==> src/common/sdac_pkg.sv <==
// constants for the sampling delay adaption controller
`default_nettype none
package sdac_pkg;
   // register offsets
   localparam logic [7:0] ADDR_DELAY_CTL = 8'h40;
   localparam logic [7:0] ADDR_LIMITS = 8'h41;
   localparam logic [7:0] ADDR_EQ_CTL = 8'h42;
   localparam logic [7:0] ADDR_ERR_THRESH = 8'h43;
   localparam logic [7:0] ADDR_STATUS = 8'h44;
   // field positions
   localparam int BIT_DYN_EN = 0;
   localparam int BIT_START_MODE = 1;
   localparam int BIT_TWO_STEP = 2;
   localparam int BIT_ORDER = 3;
   localparam int LSB_ERR_SEL = 4;
   localparam int LSB_UPPER = 4;
   localparam int ERR_CLK_BIT = 2;
   localparam int ERR_CTL_SEQ = 1;
   localparam int ERR_PARITY = 0;
   // reset values
   localparam logic [7:0] RST_DELAY_CTL = 8'h00;
   localparam logic [3:0] RST_UPPER = 4'h8;
   localparam logic [3:0] RST_LOWER = 4'h6;
   localparam logic [2:0] RST_ERR_SEL = 3'h7;
   localparam logic RST_ORDER = 1'b0;
   localparam logic RST_TWO_STEP = 1'b1;
   localparam logic [7:0] RST_ERR_THRESH = 8'h01;
   // delay setting landmarks
   localparam logic [3:0] DELAY_MID = 4'h7;
   localparam logic [3:0] DELAY_TOP = 4'he;
   // default relock period in cycles (stand-in, programmable by parameter)
   localparam int RELOCK_CYCLES = 4096;
endpackage
`default_nettype wire

==> src/sdac_ctrl.sv <==
// sampling delay adaption controller with register port
// Functional notes
// - dynamic enable set means clock and data delays adapt continuously, clear means no adaption.
// - start mode 0 starts adaption once frequency lock is reported.
// - start mode 1 holds adaption off until the equalizer reports adaption complete.
// - upper limit field bits 7:4, reset 8, bounds the highest delay, legal 0 to 14, 7 mid.
// - lower limit field bits 3:0, reset 6, bounds the lowest delay, legal 0 to 14.
// - error select bits 6:4, reset 7, enable error counting during equalization if any is set.
// - selected errors accumulate over half the relock timer period.
// - a count above the threshold asks the equalizer to step to a higher setting.
// - select bit 2 is clock-bit errors, bit 1 control sequence errors, bit 0 parity.
// - with two-step on, selected errors also validate each candidate setting.
// - order bit 3, reset 0: 0 starts at largest clock delay, 1 starts at the midpoint.
// - two-step waits half the period, checks errors the other half, and moves on at once.
//
// Our own choice: the strobed register port.
`default_nettype none
module sdac_ctrl #(
   parameter int RELOCK_CYCLES = sdac_pkg::RELOCK_CYCLES
) (
   input wire logic clk_i,
   input wire logic reset_n_i,
   input wire logic [7:0] addr_i,
   input wire logic [7:0] wdata_i,
   input wire logic wr_i,
   input wire logic rd_i,
   output logic [7:0] rdata_o,
   input wire logic freq_lock_i,
   input wire logic eq_done_i,
   input wire logic eq_active_i,
   input wire logic [2:0] link_err_i,
   input wire logic early_i,
   input wire logic late_i,
   output logic [3:0] delay_setting_o,
   output logic eq_step_up_o,
   output logic cand_reject_o,
   output logic adapting_o
);
   initial begin
      if (RELOCK_CYCLES < 4 || RELOCK_CYCLES % 2 != 0) $error("bad relock period");
   end
   localparam int HALF = RELOCK_CYCLES / 2;

   // clamp a setting into the programmed window
   function automatic logic [3:0] clamp(input logic [3:0] v, input logic [3:0] lo,
                                        input logic [3:0] hi);
      logic [3:0] r;
      r = v;
      if (r > hi) r = hi;
      if (r < lo) r = lo;
      return r;
   endfunction

   // register state
   logic [7:0] delay_ctl, next_delay_ctl;
   logic [3:0] upper, next_upper, lower, next_lower;
   logic [2:0] err_sel, next_err_sel;
   logic order, next_order, two_step, next_two_step;
   logic [7:0] thresh, next_thresh;
   logic [7:0] rdata, next_rdata;

   // two-flop synchronisers for link status inputs from another domain
   logic [4:0] sync1, sync2;
   always_ff @(posedge clk_i or negedge reset_n_i) begin
      if (!reset_n_i) begin
         sync1 <= '0;
         sync2 <= '0;
      end else begin
         sync1 <= {freq_lock_i, eq_done_i, eq_active_i, early_i, late_i};
         sync2 <= sync1;
      end
   end
   logic lock_s, eq_done_s, eq_active_s, early_s, late_s;
   assign {lock_s, eq_done_s, eq_active_s, early_s, late_s} = sync2;

   logic [2:0] err1, err2;
   always_ff @(posedge clk_i or negedge reset_n_i) begin
      if (!reset_n_i) begin
         err1 <= '0;
         err2 <= '0;
      end else begin
         err1 <= link_err_i;
         err2 <= err1;
      end
   end

   // register writes and read data
   always_comb begin
      next_delay_ctl = delay_ctl;
      next_upper = upper;
      next_lower = lower;
      next_err_sel = err_sel;
      next_order = order;
      next_two_step = two_step;
      next_thresh = thresh;
      next_rdata = 8'h00;
      if (wr_i) begin
         case (addr_i)
            sdac_pkg::ADDR_DELAY_CTL: next_delay_ctl = wdata_i;
            sdac_pkg::ADDR_LIMITS: begin
               next_upper = wdata_i[sdac_pkg::LSB_UPPER +: 4];
               next_lower = wdata_i[3:0];
            end
            sdac_pkg::ADDR_EQ_CTL: begin
               next_err_sel = wdata_i[sdac_pkg::LSB_ERR_SEL +: 3];
               next_order = wdata_i[sdac_pkg::BIT_ORDER];
               next_two_step = wdata_i[sdac_pkg::BIT_TWO_STEP];
            end
            sdac_pkg::ADDR_ERR_THRESH: next_thresh = wdata_i; // zero is caller's fault
            default: ;
         endcase
      end
      if (rd_i) begin
         case (addr_i)
            sdac_pkg::ADDR_DELAY_CTL: next_rdata = delay_ctl;
            sdac_pkg::ADDR_LIMITS: next_rdata = {upper, lower};
            sdac_pkg::ADDR_EQ_CTL: next_rdata = {1'b0, err_sel, order, two_step, 2'b00};
            sdac_pkg::ADDR_ERR_THRESH: next_rdata = thresh;
            sdac_pkg::ADDR_STATUS: next_rdata = {3'b000, adapting_o, delay_setting_o};
            default: next_rdata = 8'h00; // unmapped reads zero
         endcase
      end
   end
   always_ff @(posedge clk_i or negedge reset_n_i) begin
      if (!reset_n_i) begin
         delay_ctl <= sdac_pkg::RST_DELAY_CTL;
         upper <= sdac_pkg::RST_UPPER;
         lower <= sdac_pkg::RST_LOWER;
         err_sel <= sdac_pkg::RST_ERR_SEL;
         order <= sdac_pkg::RST_ORDER;
         two_step <= sdac_pkg::RST_TWO_STEP;
         thresh <= sdac_pkg::RST_ERR_THRESH;
         rdata <= 8'h00;
      end else begin
         delay_ctl <= next_delay_ctl;
         upper <= next_upper;
         lower <= next_lower;
         err_sel <= next_err_sel;
         order <= next_order;
         two_step <= next_two_step;
         thresh <= next_thresh;
         rdata <= next_rdata;
      end
   end
   assign rdata_o = rdata;

   logic dyn_en, start_mode;
   assign dyn_en = delay_ctl[sdac_pkg::BIT_DYN_EN];
   assign start_mode = delay_ctl[sdac_pkg::BIT_START_MODE];

   // adaption gate: lock or equalizer completion, per start mode
   logic start_ok;
   assign start_ok = start_mode ? eq_done_s : lock_s;

   typedef enum logic [2:0] {
      ST_IDLE = 3'b001,
      ST_RUN = 3'b010,
      ST_HOLD = 3'b100
   } sdac_state_t;
   sdac_state_t state, next_state;
   logic [3:0] delay, next_delay;
   logic [3:0] start_point;
   // order 0 starts at the largest clock delay, order 1 at the midpoint
   assign start_point = order ? sdac_pkg::DELAY_MID : sdac_pkg::DELAY_TOP;

   // delay adaption state machine; early/late nudges the setting by one
   always_comb begin
      next_state = state;
      next_delay = clamp(delay, lower, upper);
      case (state)
         ST_IDLE: begin
            if (dyn_en && start_ok) begin
               next_state = ST_RUN;
               next_delay = clamp(start_point, lower, upper);
            end
         end
         ST_RUN: begin
            if (!dyn_en) next_state = ST_IDLE;
            else if (!start_ok) next_state = ST_HOLD;
            else if (early_s && !late_s && delay < upper) next_delay = delay + 4'h1;
            else if (late_s && !early_s && delay > lower) next_delay = delay - 4'h1;
         end
         ST_HOLD: begin
            if (!dyn_en) next_state = ST_IDLE;
            else if (start_ok) next_state = ST_RUN;
         end
         default: next_state = ST_IDLE;
      endcase
   end
   always_ff @(posedge clk_i or negedge reset_n_i) begin
      if (!reset_n_i) begin
         state <= ST_IDLE;
         delay <= sdac_pkg::DELAY_MID;
      end else begin
         state <= next_state;
         delay <= next_delay;
      end
   end
   // output is clamped too so a limit rewrite takes effect at once
   always_ff @(posedge clk_i or negedge reset_n_i) begin
      if (!reset_n_i) delay_setting_o <= sdac_pkg::DELAY_MID;
      else delay_setting_o <= clamp(next_delay, next_lower, next_upper);
   end
   assign adapting_o = (state == ST_RUN);

   // error counting during equalization, only if some source is selected
   logic err_run;
   assign err_run = eq_active_s && (|err_sel);
   logic win_end, win_over;
   sdac_err_window #(.HALF_CYCLES(HALF)) u_win (
      .clk_i(clk_i),
      .reset_n_i(reset_n_i),
      .run_i(err_run),
      .err_sel_i(err_sel),
      .err_i({err2[sdac_pkg::ERR_CLK_BIT], err2[sdac_pkg::ERR_CTL_SEQ],
              err2[sdac_pkg::ERR_PARITY]}),
      .thresh_i(thresh),
      .window_end_o(win_end),
      .over_o(win_over),
      .count_o()
   );
   // step request pulses one cycle after a window closes over threshold
   logic win_end_d, next_reject;
   logic second_half, next_second_half;
   always_comb begin
      next_second_half = err_run ? (win_end ? ~second_half : second_half) : 1'b0;
      // two-step: the second half's errors reject the candidate immediately
      next_reject = err_run && two_step && second_half && (|(err2 & err_sel));
   end
   always_ff @(posedge clk_i or negedge reset_n_i) begin
      if (!reset_n_i) begin
         win_end_d <= 1'b0;
         second_half <= 1'b0;
         cand_reject_o <= 1'b0;
      end else begin
         win_end_d <= win_end;
         second_half <= next_second_half;
         cand_reject_o <= next_reject;
      end
   end
   assign eq_step_up_o = win_end_d && win_over;

   a_step_cause: assert property (@(posedge clk_i) disable iff (!reset_n_i)
      eq_step_up_o |-> $past(win_end) && $past(err_run))
      else $error("step request without window end");
   a_delay_upper: assert property (@(posedge clk_i) disable iff (!reset_n_i)
      !$changed(upper) && !$changed(lower) && $past(lower) <= $past(upper)
      |-> delay_setting_o <= upper)
      else $error("delay above upper limit");
   a_delay_lower: assert property (@(posedge clk_i) disable iff (!reset_n_i)
      !$changed(upper) && !$changed(lower) && $past(lower) <= $past(upper)
      |-> delay_setting_o >= lower)
      else $error("delay below lower limit");
   a_dis_idle: assert property (@(posedge clk_i) disable iff (!reset_n_i)
      !dyn_en |=> state == ST_IDLE)
      else $error("adapting while disabled");
   a_mode_lock: assert property (@(posedge clk_i) disable iff (!reset_n_i)
      state == ST_IDLE && dyn_en && !start_mode && lock_s |=> adapting_o)
      else $error("no start after lock");
   a_mode_eq: assert property (@(posedge clk_i) disable iff (!reset_n_i)
      state == ST_IDLE && start_mode && !eq_done_s |=> !adapting_o)
      else $error("started before equalizer done");
   a_order_start: assert property (@(posedge clk_i) disable iff (!reset_n_i)
      state == ST_IDLE && next_state == ST_RUN && order && lower <= sdac_pkg::DELAY_MID
      && upper >= sdac_pkg::DELAY_MID |=> delay == sdac_pkg::DELAY_MID)
      else $error("midpoint start missed");
   a_no_sel_quiet: assert property (@(posedge clk_i) disable iff (!reset_n_i)
      err_sel == 3'h0 [*2] |-> !eq_step_up_o && !cand_reject_o)
      else $error("counting with no error source");
   a_reject_cause: assert property (@(posedge clk_i) disable iff (!reset_n_i)
      cand_reject_o |-> $past(two_step) && $past(second_half))
      else $error("reject outside second step");
endmodule
`default_nettype wire

==> src/sdac_err_window.sv <==
// error accumulation over a half relock period window
`default_nettype none
module sdac_err_window #(
   parameter int HALF_CYCLES = 2048
) (
   input wire logic clk_i,
   input wire logic reset_n_i,
   input wire logic run_i,
   input wire logic [2:0] err_sel_i,
   input wire logic [2:0] err_i,
   input wire logic [7:0] thresh_i,
   output logic window_end_o,
   output logic over_o,
   output logic [7:0] count_o
);
   initial begin
      if (HALF_CYCLES < 2) $error("half period too short");
   end
   logic [31:0] timer, next_timer;
   logic [7:0] count, next_count;
   logic over, next_over;
   logic hit;
   // any selected error source counts one per cycle
   always_comb begin
      hit = |(err_i & err_sel_i);
      next_timer = timer;
      next_count = count;
      next_over = over;
      window_end_o = 1'b0;
      if (!run_i) begin
         next_timer = '0;
         next_count = '0;
         next_over = 1'b0;
      end else if (timer == 32'(HALF_CYCLES - 1)) begin
         window_end_o = 1'b1;
         next_timer = '0;
         next_count = '0;
         next_over = (count > thresh_i);
      end else begin
         next_timer = timer + 32'h1;
         if (hit && count != 8'hff) next_count = count + 8'h1; // saturate
      end
   end
   always_ff @(posedge clk_i or negedge reset_n_i) begin
      if (!reset_n_i) begin
         timer <= '0;
         count <= '0;
         over <= 1'b0;
      end else begin
         timer <= next_timer;
         count <= next_count;
         over <= next_over;
      end
   end
   assign over_o = over;
   assign count_o = count;
endmodule
`default_nettype wire

==> config.mk <==
export PLATFORM = sky130hd
export DESIGN_NAME = sdac_ctrl
export DESIGN_NICKNAME = d
export VERILOG_FILES = /design/src/common/sdac_pkg.sv /design/src/sdac_ctrl.sv /design/src/sdac_err_window.sv
export SDC_FILE = /design/constraint.sdc
export NUM_CORES = 1
export LEC_CHECK = 0
export BUFFER_PORTS_ARGS = -buffer_cell sky130_fd_sc_hd__buf_4
export CAP_MARGIN = 30
export CORE_UTILIZATION = 60
export CTS_CLUSTER_SIZE = 24
export DETAILED_ROUTE_END_ITERATION = 16
export HOLD_SLACK_MARGIN = 0.03
export MAX_ROUTING_LAYER = met4
export PLACE_DENSITY = 0.78
export SYNTH_ARGS = -nofsm -noshare
export SYNTH_HDL_FRONTEND = slang
export SYNTH_SLANG_ARGS = --single-unit
==> constraint.sdc <==
create_clock -name clk_i -period 7.1 [get_ports clk_i]
set_input_delay 0 -clock clk_i [delete_from_list [all_inputs] [get_ports clk_i]]
set_output_delay 0 -clock clk_i [all_outputs]
set_load 0.03 [all_outputs]
# --- Word level (Yosys, flattened, before mapping) ---
# Cells that the tools add are included.
# Widths: inputs -> output; s select.
classes:
  n_addsub: 4
  order_cmp: 9
  eq_ne: 16
  n_mux: 39
  bitwise_logic: 2
  reduce_logical: 19
op_table:
  columns: ["cell", "count"]
  rows:
  - ["$mux 4", 18]
  - ["$mux 32", 2]
  - ["$eq 8x7->1 const B", 5]
  - ["$pmux 8 s5", 1]
  - ["$add 32x1->32 const B", 1]
  - ["$eq 32x11->1 const B", 1]
  - ["$mux 8", 4]
  - ["$gt 4x4->1", 4]
  - ["$lt 4x4->1", 4]
  - ["$mux 3", 5]
  - ["$logic_and 1x1->1", 11]
  - ["$pmux 3 s3", 1]
  - ["$add 8x1->8 const B", 1]
  - ["$gt 8x8->1", 1]
  - ["$ne 8x8->1 const B", 1]
  - ["$pmux 4 s2", 1]
  - ["$mux 1", 7]
  - ["$ne 3x3->1 const B", 2]
  - ["$reduce_and 2->1", 3]
  - ["$reduce_or 3->1", 2]
  - ["$add 4x1->4 const B", 1]
  - ["$ne 2x1->1 const B", 2]
  - ["$sub 4x1->4 const B", 1]
  - ["$and 3x3->3", 1]
  - ["8 further kinds", 9]
totals:
  register_bits: 108
  wordCells: 110

# --- Longest topological paths before layout ---
# Gate-level depths: netlist of run 1.
depth:
  depth_word: 13
  mapped_depth: 27
  mapped_depth_nobuf: 27

# --- Modules after synthesis ---
# Synthesis of run 1 repeated with hierarchy kept, for this count alone.
hier_totals:
  hier_cells: 584
  area_unflattened_um2: 6130.9
by_module_without_submodules:
  columns: ["mod", "n_inst", "cells_each", "area_per_inst_um2", "seq_area_each_um2"]
  rows:
  - ["sdac_ctrl", 1, 349, 3806.2, 1695.4]
  - ["sdac_err_window", 1, 235, 2324.7, 1026.0]

# --- Least setup slack after synthesis of run 1 ---
# No wires, ideal clock.
synth_timing:
  path_type: "register -> register"
  from: "reg delay[0]"
  to: "reg delay_setting_o[1]"
  setup_ns: 0.085
  t_arrival_ns: 5.604
  setup_slack_ns: 1.411
  path_stages_with_launch: 28
  n_path_buf: 0
  period_less_slack_ns: 5.689
  path_cell_list: "dfstp_2 inv_1 ha_1 nor2b_1 o211ai_1 a21boi_1 mux2_2 ha_1 a211oi_1 nand2_1 o21ai_0 nand3_1 mux2i_1 o221a_2 inv_1 ha_1 nor2b_1 o21a_1 o21a_1 o21ai_2 nor2_1 a31oi_1 ha_1 a21oi_1 nand2_4 o31ai_4 a31oi_2 mux2_1"
synth_between:
  elab_chain_cells: 13
  word_cells_on_any_way: 20
synth_rtl:
  columns: ["element", "line", "text"]
  rows:
  - ["from (decl)", "sdac_ctrl.sv:161", "logic [3:0] delay, next_delay;"]
  - ["from (signal assigned)", "sdac_ctrl.sv:193", "delay <= sdac_pkg::DELAY_MID;"]
  - ["from (signal assigned)", "sdac_ctrl.sv:196", "delay <= next_delay;"]
  - ["$gt 4x4->1", "sdac_ctrl.sv:49", "if (r > hi) r = hi;"]
  - ["$mux 4", "sdac_ctrl.sv:49", null]
  - ["$lt 4x4->1", "sdac_ctrl.sv:50", "if (r < lo) r = lo;"]
  - ["$mux 4", "sdac_ctrl.sv:50", null]
  - ["$mux 4", "sdac_ctrl.sv:181", "else if (late_s && !early_s && delay > lower) next_delay = delay - 4'h1;"]
  - ["$mux 4", "sdac_ctrl.sv:180", "else if (early_s && !late_s && delay < upper) next_delay = delay + 4'h1;"]
  - ["$mux 4", "sdac_ctrl.sv:179", "else if (!start_ok) next_state = ST_HOLD;"]
  - ["$mux 4", "sdac_ctrl.sv:178", "if (!dyn_en) next_state = ST_IDLE;"]
  - ["$pmux 4 s2 (*)", "sdac_ctrl.sv:170", "case (state)"]
  - ["named net next_delay[1]", "sdac_ctrl.sv:161", null]
  - ["$gt 4x4->1", "sdac_ctrl.sv:49", null]
  - ["$mux 4 (*)", "sdac_ctrl.sv:49", null]
  - ["$lt 4x4->1", "sdac_ctrl.sv:50", null]
  - ["$mux 4 (*)", "sdac_ctrl.sv:50", null]
  - ["to (signal assigned)", "sdac_ctrl.sv:201", "if (!reset_n_i) delay_setting_o <= sdac_pkg::DELAY_MID;"]
  - ["to (signal assigned)", "sdac_ctrl.sv:202", "else delay_setting_o <= clamp(next_delay, next_lower, next_upper);"]
  - ["to (decl)", "sdac_ctrl.sv:34", "output logic [3:0] delay_setting_o,"]
# Mark *: on every way through the listed nets, which the timed path passes. The rest lies on a longest branch.
# A chain may end at the register's enable or synchronous reset.

# --- Worst setup path after layout of run 1 ---
layout_timing:
  from: "reg delay[0]"
  to: "reg delay_setting_o[2]"
# The elaborated chain is that of the path after synthesis.

==> results.toml, run 1 <==
[yosys]
synth-edff-count = 0
synth_cell_types = 65
ys_seq_elements = 108
ys_seq_area_share_pct = 46.23
syn_inst = 576
synth_nets = 640
ys_async_sr_fraction_pct = 100.0
ys_warn_count = 0
synth_top_flop_cell = "dfrtp_1"
syn_area_sq_mm = 0.005887
syn_avg_cell_area_sq_um = 10.22

[placement]
dp_cells = 737
port_buffers = 42
place.gp.congestion = 0.9944
hpwl_microns = 9913

[sta]
hold_violations = 0
finalMaxSlewViolations = 0
grt_setup_unrepaired = "false"
worst_slew_pin_slew_ns = 0.9195
relSlewSlack_pct = 37.83
whs_ns = 0.06135
clock_skew_ns = 0.01377
period_minus_slack_ns = 6.458
period_share_pct = 90.96
setup_tns_ns = 0
finalSetupViolCount = 0
fmax_ghz = 0.1549

[layout]
antennaDiodeCount = 0
syn_to_final_growth_pct = 14.20
finalNetCount = 701
final_cells = 771
drive_above_1_share_pct = 18.22

[die]
start_util_pct = 62.82
coreArea_sq_mm = 0.009371
dieArea_sq_mm = 0.01021
io_pins = 43
fp.dieH_microns = 101.1
row_count = 35
fp.dieW_microns = 101.1

[run]
maxCapViolations = 0

[min_path]
min_from = "addr_i[2]"
hold_path_depth = 3
hold_path_class = "in -> reg"
hold-path-endpoint = "rdata_o[7]"

[power]
leakagePower_uw = 0.003036
switchingPower_uw = 490.9
clkPwrFrac_pct = 26.9
peakVddDrop_uv = 130.1
powerDensity_mw_per_mm2 = 228.0
sw_frac_of_total_pct = 32.02
pwr-share-seq_pct = 44.2
p_comb_share_pct = 29.0
intPower_uw = 1042

[routing]
vias = 4566
wl_per_cell_microns = 17.46
dr.pass1.iters = 5
postRouteAntennaNets = 0
first_iter_violations = 210
finalWirelength_microns = 13460
drc_errors = 0
vias_per_cell = 5.922

[clock_network]
clk_pin_slew_worst_paths_ns = 0.10
cts_buffers = 9
ctsHtreeMaxLevel = 3
clock-sinks = 108
cts_root_buf = "clkbuf_8"
cts_tree = "done"
cts_max_path_buffers = 2
clock_latency_ns = 0.38

[status]
status = "complete, no violations"

[setup_path]
cp_slowest_cell = "dfstp_2"
crit_arrival_ns = 6.77
cp.required_ns = 7.41
critPathTopFamily = "compound AO/OA/AOI/OAI gates"
cpMostUsedCell = "ha_1"
cpPeakStageDelay_ns = 0.59
crit_fanout = 9
crit_path_end_kind = "flip-flop"
regToRegEndpoint = "delay_setting_o[2]"
startpoint_type = "flip-flop"
ff2ff_setup_slack_ns = 0.64
critical_path_class = "reg -> reg"
critical_path_buf_inv_count = 2
worstReg2RegStart = "delay[0]"
reg2reg_depth = 27

[global_route]
grt_max_degree = 66
grt_pass1_wl_microns = 22470
grt_usage_pct = 29.61
grt_pass1_vias = 4629
overflow = 0
antenna_found_initial = 0
[worst max-delay path by stage]
stage / cells past startpoint / endpoint / slack (ns) / from
after floorplan: 27 / delay_setting_o[1] / 1.41 / delay[0]
after global placement: 27 / delay_setting_o[2] / 1.08 / delay[0]
after detailed placement: 27 / delay_setting_o[2] / 0.87 / delay[0]
after CTS: 27 / delay_setting_o[2] / 0.75 / delay[0]
after global routing: 27 / delay_setting_o[0] / 0.15 / delay[0]
final: 27 / delay_setting_o[2] / 0.64 / delay[0]
[layout make-up]
| class | instances | area, sq um |
|---|---|---|
| Multi-Input combinational cell | 422 | 2982 |
| Sequential cell | 108 | 2721 |
| Fill cell | 712 | 2649 |
| Timing Repair Buffer | 61 | 503.0 |
| Tap cell | 129 | 161.4 |
| Clock buffer | 11 | 141.4 |
| Inverter | 35 | 131.4 |
| Clock inverter | 5 | 82.58 |
[tightest hold or removal path, stage by stage]
cell	delay [ns]
buf_4	0.09
nor2_1	0.11
and3_1	0.19
[power by group through the flow]
stage	sequential [uW]	combinational, uW	clock (uW)
6_report	677	444	412
5_1_grt	679	496	443
4_1_cts	676	437	421
3_5_place_dp	687	423	0
3_3_place_gp	687	404	0
2_1_floorplan	686	309	0
[sequential cells by signal, summed over array words and instances, names as in the netlist, 3 cells and up]
register and count:
state 3, err_sel 3, delay_ctl 8, rdata_o 8, delay 4, thresh 8
lower 4, err2 3, delay_setting_o 4, err1 3, sync2 5, u_win.timer 32
sync1 5, u_win.count_o 8, upper 4
[synthesized netlist by cell type, types with 4 or more instances]
cell type | n | area [sq um]
nor3_1 | 8 | 40.04
ha_1 | 36 | 450.4
nor2_1 | 62 | 232.7
nor4_1 | 6 | 37.54
xnor2_1 | 15 | 131.4
a21oi_1 | 22 | 110.1
nand2b_1 | 5 | 31.28
mux2i_1 | 14 | 140.1
xor2_1 | 23 | 201.4
nand4_1 | 15 | 93.84
o211ai_1 | 5 | 37.54
clkbuf_1 | 6 | 22.52
o21ai_0 | 23 | 115.1
or3_1 | 4 | 25.02
mux2_2 | 28 | 315.3
dfrtp_1 | 93 | 2327
dfstp_2 | 15 | 394.1
nand3_1 | 21 | 105.1
o21a_1 | 5 | 37.54
nor2b_1 | 9 | 56.30
inv_1 | 35 | 131.4
a31oi_1 | 4 | 25.02
and3_1 | 13 | 81.33
o31ai_1 | 4 | 30.03
nand2_1 | 48 | 180.2
[metrics by stage]
| step | cell area [sq um] | total power, uW | utilization (%) | setup slack, ns |
|---|---|---|---|---|
| global route | 6723 | 1618 | 71.74 | 0.1518 |
| floorplan | 5887 | 994.7 | - | 1.411 |
| finish | 6723 | 1533 | 71.74 | 0.6421 |
| detailed placement | 6319 | 1110 | 67.42 | 0.8697 |
| global placement | 6319 | 1091 | 67.42 | 1.085 |
| CTS | 6723 | 1533 | 71.74 | 0.7462 |
[cell usage in the layout (no fill, tap or decap), types with 3 or more instances in the layout]
cell	count
a211oi_1	3
a21oi_1	22
a222oi_1	3
a22oi_1	3
a31oi_1	4
and3_1	13
and4_1	3
buf_4	43
clkbuf_8	10
dfrtp_1	93
dfstp_2	15
dlygate4sd3_1	18
ha_1	36
inv_1	35
mux2_2	28
mux2i_1	14
nand2_1	48
nand2b_1	5
nand3_1	21
nand4_1	15
nor2_1	62
nor2b_1	9
nor3_1	8
nor4_1	6
o211ai_1	5
o21a_1	5
o21ai_0	23
o31ai_1	4
or2_2	3
or3_1	4
xnor2_1	15
xor2_1	23
[cell families (layout without fill, tap and decap cells)]
logic type | after synthesis | after routing | synth area share (%)
flip-flops | 108 | 108 | 46.23
adder cells (fa/ha/maj) | 36 | 36 | 7.651
AND/OR/NAND/NOR | 208 | 208 | 17.56
AO/OA/AOI/OAI | 93 | 93 | 10.65
multiplexers | 47 | 47 | 9.139
buffers and inverters | 46 | 112 | 3.124
XOR/XNOR | 38 | 38 | 5.654
[what timing repair did]
action                                 in CTS  in global routing
hold buffers                               18                  0
endpoints found under the hold margin      81                  0
resized for setup                           0                  0
setup buffers                               0                  0
[per-layer routing]
| layer | track usage, % | up-vias | part of all wire, % |
|---|---|---|---|
| met3 | 6.380 | 25 | 4.9 |
| met4 | 9.142 | 0 | 2.1 |
| li1 | - | 2166 | - |
| met2 | 46.21 | 128 | 48 |
| met1 | 38.89 | 2247 | 45 |
| met5 | - | - | 0 |
Note: power is estimated with default switching activity, not from simulation.
==> run 2, diff against run 1 <==
--- a/config.mk
+++ b/config.mk
@@ -7,12 +7,15 @@
 export LEC_CHECK = 0
 export BUFFER_PORTS_ARGS = -buffer_cell sky130_fd_sc_hd__buf_4
 export CAP_MARGIN = 30
-export CORE_UTILIZATION = 60
+export CELL_PAD_IN_SITES_DETAIL_PLACEMENT = 1
+export CELL_PAD_IN_SITES_GLOBAL_PLACEMENT = 2
+export CORE_MARGIN = 5
+export CORE_UTILIZATION = 40
 export CTS_CLUSTER_SIZE = 24
 export DETAILED_ROUTE_END_ITERATION = 16
 export HOLD_SLACK_MARGIN = 0.03
 export MAX_ROUTING_LAYER = met4
-export PLACE_DENSITY = 0.78
+export PLACE_DENSITY = 0.88
 export SYNTH_ARGS = -nofsm -noshare
 export SYNTH_HDL_FRONTEND = slang
 export SYNTH_SLANG_ARGS = --single-unit
==> results.toml, run 2 (synthesis gave the netlist of run 1 again) <==
[status]
status = "complete, no violations"

[clock_network]
clock-sinks = 108
post-cts-setup-buffers = 0
clk_pin_slew_worst_paths_ns = 0.07
cts_max_path_buffers = 2
cts_root_buf = "clkbuf_16"
cts_tree = "done"
clock_latency_ns = 0.35
ctsHtreeMaxLevel = 3
cts_buffers = 9

[sta]
grt_setup_unrepaired = "false"
clock_skew_ns = 0.01214
setup_tns_ns = 0
period_share_pct = 91.18
period_minus_slack_ns = 6.474
relSlewSlack_pct = 31.58
finalSetupViolCount = 0
hold_violations = 0
finalMaxSlewViolations = 0
worst_slew_pin_slew_ns = 1.012
fmax_ghz = 0.1545
fin_ws_ns = 0.6259

[setup_path]
startpoint_type = "flip-flop"
worstReg2RegStart = "delay[0]"
critPathTopFamily = "compound AO/OA/AOI/OAI gates"
path_depth = 27
ff2ff_setup_slack_ns = 0.63
cp_slowest_cell = "dfstp_2"
cp.required_ns = 7.38
critical_path_buf_inv_count = 2
cpMostUsedCell = "ha_1"
crit_arrival_ns = 6.75
cpPeakStageDelay_ns = 0.58
regToRegEndpoint = "delay_setting_o[1]"
reg2reg_depth = 27
crit_path_end_kind = "flip-flop"
critical_path_class = "reg -> reg"
crit_fanout = 9

[layout]
final_cell_mix = "93 x dfrtp_1, 62 x nor2_1, 48 x nand2_1"
final_common_cell = "dfrtp_1"
drive_above_1_share_pct = 18.07
top_register = "u_win.timer"
syn_to_final_growth_pct = 16.71
final_util_pct = 47.45
fill_cells = 1635
antennaDiodeCount = 0
final_area_sq_mm = 0.006870
largest_register_ffs = 32
finalNetCount = 701

[global_route]
antenna_found_initial = 0
grt_pass1_wl_microns = 25960
overflow = 0
grt_pass1_vias = 4975
grt_usage_pct = 18.89
grt_max_degree = 56

[die]
start_util_pct = 40.66
row_count = 44
fp.dieW_microns = 131.3
coreArea_sq_mm = 0.01448
dieArea_sq_mm = 0.01724
io_pins = 43
fp.dieH_microns = 131.3

[power]
leakagePower_uw = 0.003069
power_uw = 1645
powerDensity_mw_per_mm2 = 239.4
peakVddDrop_uv = 149.4

[run]
maxCapViolations = 0

[routing]
first_iter_violations = 208
vias = 4554
drc_errors = 0
wl_per_cell_microns = 18.77
dr.pass1.iters = 4
finalWirelength_microns = 15510
vias_per_cell = 5.513
postRouteAntennaNets = 0

[placement]
pre_cts_ws_ns = 0.7046
hpwl_microns = 11890
place_area_sq_mm = 0.006387
place.gp.congestion = 0.8951
port_buffers = 42

[min_path]
hold_path_class = "in -> reg"
hold-path-endpoint = "rdata_o[7]"
hold_path_depth = 3
min_from = "addr_i[2]"
-- run 2: changes by cell type in the layout (fill, tap and decap cells not counted) --
cell       change
clkbuf_8       -9
clkbuf_16      +9
clkbuf_1       +1
bufinv_16      -1
clkinv_4       +1
clkinv_2       -1
-- run 2: worst max path at each step --
stage | from | to | slack (ns)
floorplan | delay[0] | delay_setting_o[1] | 1.41
global placement | delay[0] | delay_setting_o[2] | 1.05
detailed placement | delay[0] | delay_setting_o[1] | 0.70
CTS | delay[0] | delay_setting_o[1] | 0.62
global route | delay[0] | delay_setting_o[0] | 0.22
finish | delay[0] | delay_setting_o[1] | 0.63
-- run 2: final cells by class --
| class | instances | area, sq um | share of cell area, % |
|---|---|---|---|
| multi-input combinational | 422 | 2982 | 43.40 |
| sequential | 108 | 2721 | 39.61 |
| timing repair buffer | 61 | 503.0 | 7.321 |
| clock buffer | 12 | 246.5 | 3.588 |
| tap | 184 | 230.2 | 3.351 |
| inverter | 35 | 131.4 | 1.912 |
| clock inverter | 4 | 56.30 | 0.8195 |
-- run 2: worst min-delay path, stage by stage --
cell    delay (ns)
buf_4         0.09
nor2_1        0.11
and3_1        0.19
-- run 2: through the flow --
| stage | hold WS [ns] | std cells |
|---|---|---|
| 2_1_floorplan | -0.2956 | 576 |
| 3_3_place_gp | 0.08803 | 792 |
| 3_5_place_dp | 0.09586 | 792 |
| 4_1_cts | 0.04938 | 826 |
| 5_1_grt | 0.08527 | 826 |
| 6_report | 0.07233 | 826 |
-- run 2: power by group --
| group | switching, uW | internal [uW] |
|---|---|---|
| registers | 28.0 | 650 |
| logic | 269 | 184 |
| clock network | 227 | 286 |
-- run 2: repair_timing --
action	4_1_cts	5_1_grt
hold buffers	18	0
resized for setup	0	0
hold endpoints to repair	76	0
-- run 2: routing by layer --
layer	wire [microns]	track usage, %	vias up
met3	425	3.249	30
met1	7034	23.41	2291
met5	0	-	-
li1	-	-	2162
met2	7625	30.67	71
met4	422	7.829	0
==> run 3, diff against run 2 <==
--- a/config.mk
+++ b/config.mk
@@ -11,7 +11,7 @@
 export CELL_PAD_IN_SITES_GLOBAL_PLACEMENT = 2
 export CORE_MARGIN = 5
 export CORE_UTILIZATION = 40
-export CTS_CLUSTER_SIZE = 24
+export CTS_CLUSTER_SIZE = 12
 export DETAILED_ROUTE_END_ITERATION = 16
 export HOLD_SLACK_MARGIN = 0.03
 export MAX_ROUTING_LAYER = met4
==> constraint.sdc (replaced) <==
create_clock -name clk_i -period 6.2 [get_ports clk_i]
set_input_delay 0 -clock clk_i [delete_from_list [all_inputs] [get_ports clk_i]]
set_output_delay 0 -clock clk_i [all_outputs]
set_load 0.03 [all_outputs]
==> results.toml, run 3 (synthesis gave the netlist of run 1 again) <==
[sta]
fmax_ghz = 0.1692
period_minus_slack_ns = 5.909
finalMaxSlewViolations = 0
relSlewSlack_pct = 38.18
hold_violations = 0
clock_skew_ns = 0.007283
fin_ws_ns = 0.2912
worst_slew_pin_slew_ns = 0.9145
finalSetupViolCount = 0
period_share_pct = 95.30

[power]
clkPwrFrac_pct = 32.1
sw_frac_of_total_pct = 31.65
intPower_uw = 1368
switchingPower_uw = 633.4
leakagePower_uw = 0.003124
pwr-share-seq_pct = 38.9
powerDensity_mw_per_mm2 = 286.8
peakVddDrop_uv = 133.2
p_comb_share_pct = 29.1

[clock_network]
cts_tree = "done"
clock_latency_ns = 0.36
cts_buffers = 9
cts_max_path_buffers = 2
ctsHtreeMaxLevel = 3
cts_root_buf = "clkbuf_16"
clk_pin_slew_worst_paths_ns = 0.07
clock-sinks = 108

[layout]
multi_input_area_sq_mm = 0.003014
antennaDiodeCount = 0
final_area_sq_mm = 0.006979
fill_cells = 1588
seq_area_sq_mm = 0.002721
finalNetCount = 708
final_cell_mix = "93 x dfrtp_1, 62 x nor2_1, 50 x buf_4"
top_register = "u_win.timer"
syn_to_final_growth_pct = 18.55
largest_register_ffs = 32
final_common_cell = "dfrtp_1"
drive_above_1_share_pct = 20.18

[setup_path]
crit_arrival_ns = 6.19
crit_path_end_kind = "flip-flop"
cp.required_ns = 6.49
worstReg2RegStart = "upper[3]"
startpoint_type = "flip-flop"
ff2ff_setup_slack_ns = 0.29
critical_path_class = "reg -> reg"
setup.worst_path.start = "upper[3]"
crit_fanout = 5

[placement]
pre_cts_ws_ns = 0.1300
place.gp.congestion = 0.8837
place_area_sq_mm = 0.006417
hpwl_microns = 11620
port_buffers = 42

[routing]
finalWirelength_microns = 15850
vias_per_cell = 5.552
wl_per_cell_microns = 19.03
dr.pass1.iters = 4
first_iter_violations = 267
drc_errors = 0
postRouteAntennaNets = 0
vias = 4625

[die]
fp.dieH_microns = 131.3
fp.dieW_microns = 131.3
coreArea_sq_mm = 0.01448
io_pins = 43
row_count = 44
dieArea_sq_mm = 0.01724
start_util_pct = 40.66

[status]
status = "complete, no violations"

[min_path]
hold_path_class = "in -> reg"
min_from = "addr_i[2]"

[global_route]
grt_usage_pct = 19.45
grt_pass1_vias = 4908
overflow = 0
antenna_found_initial = 0
grt_max_degree = 60
grt_pass1_wl_microns = 26510

[run]
maxCapViolations = 0
==> run 3: what timing repair did <==
| item | 4_1_cts | 5_1_grt |
|---|---|---|
| hold endpoints to repair | 74 | 0 |
| hold buffers | 18 | 0 |
| gates resized for setup | 0 | 10 |
| setup endpoints to repair | 0 | 4 |
| buffers inserted | 0 | 3 |
==> run 3: final cells by class <==
cell class / count / area share (%)
flip-flops and latches: 108 / 38.99
repair buffers: 68 / 7.960
inverters: 35 / 1.882
well taps: 184 / 3.299
clock inverters: 4 / 1.147
multi-input cells: 422 / 43.19
clock buffers: 12 / 3.532
==> run 3: power groups by stage <==
| stage | Sequential, uW | Clock, uW | Combinational [uW] |
|---|---|---|---|
| 6_report | 778 | 642 | 582 |
| 5_1_grt | 781 | 687 | 647 |
| 4_1_cts | 777 | 659 | 543 |
| 3_5_place_dp | 791 | 0 | 523 |
| 3_3_place_gp | 790 | 0 | 491 |
| 2_1_floorplan | 785 | 0 | 354 |
==> run 3: worst max-delay path, stage by stage (launching register included) <==
cell     delay, ns
dfstp_2       0.54
inv_1         0.08
ha_1          0.37
nand2_1       0.14
a21oi_1       0.10
o21ai_0       0.23
o31ai_2       0.15
ha_1          0.24
or4b_2        0.63
o21ai_2       0.22
mux2i_1       0.22
o221a_2       0.24
inv_1         0.07
ha_1          0.29
nor2b_1       0.15
o21a_1        0.16
o21a_1        0.18
o21ai_2       0.21
nor2_1        0.08
a31oi_1       0.22
ha_1          0.33
a21oi_4       0.23
nand2_4       0.08
o31ai_4       0.23
a31oi_2       0.08
mux2_1        0.34
==> run 3: layer usage <==
metal | global-route usage [%] | wire, microns | vias to the layer above
li1 | - | - | 2184
met1 | 24.63 | 6849 | 2317
met2 | 31.57 | 7914 | 94
met3 | 2.829 | 612 | 30
met4 | 7.600 | 476 | 0
met5 | - | 0 | -
==> run 3: worst paths after layout <==
kind,end,depth (start not counted)
setup / recovery,delay_setting_o[1],25
hold / removal,rdata_o[6],3
setup reg to reg,delay_setting_o[1],25
hold reg to reg,sync2[1],0
max in group asynchronous,cand_reject_o,3
min in group asynchronous,delay[3],2
==> run 3: per-stage QoR <==
step	utilization, %	power (uW)	cells	setup TNS [ns]	hold WS (ns)
floorplan	-	1139	576	0	-0.2956
global placement	44.32	1281	796	0	0.06685
detailed placement	44.32	1313	796	0	0.07714
CTS	47.82	1979	830	0	0.05965
global route	48.20	2115	833	-0.1172	0.08511
finish	48.20	2002	833	0	0.08512
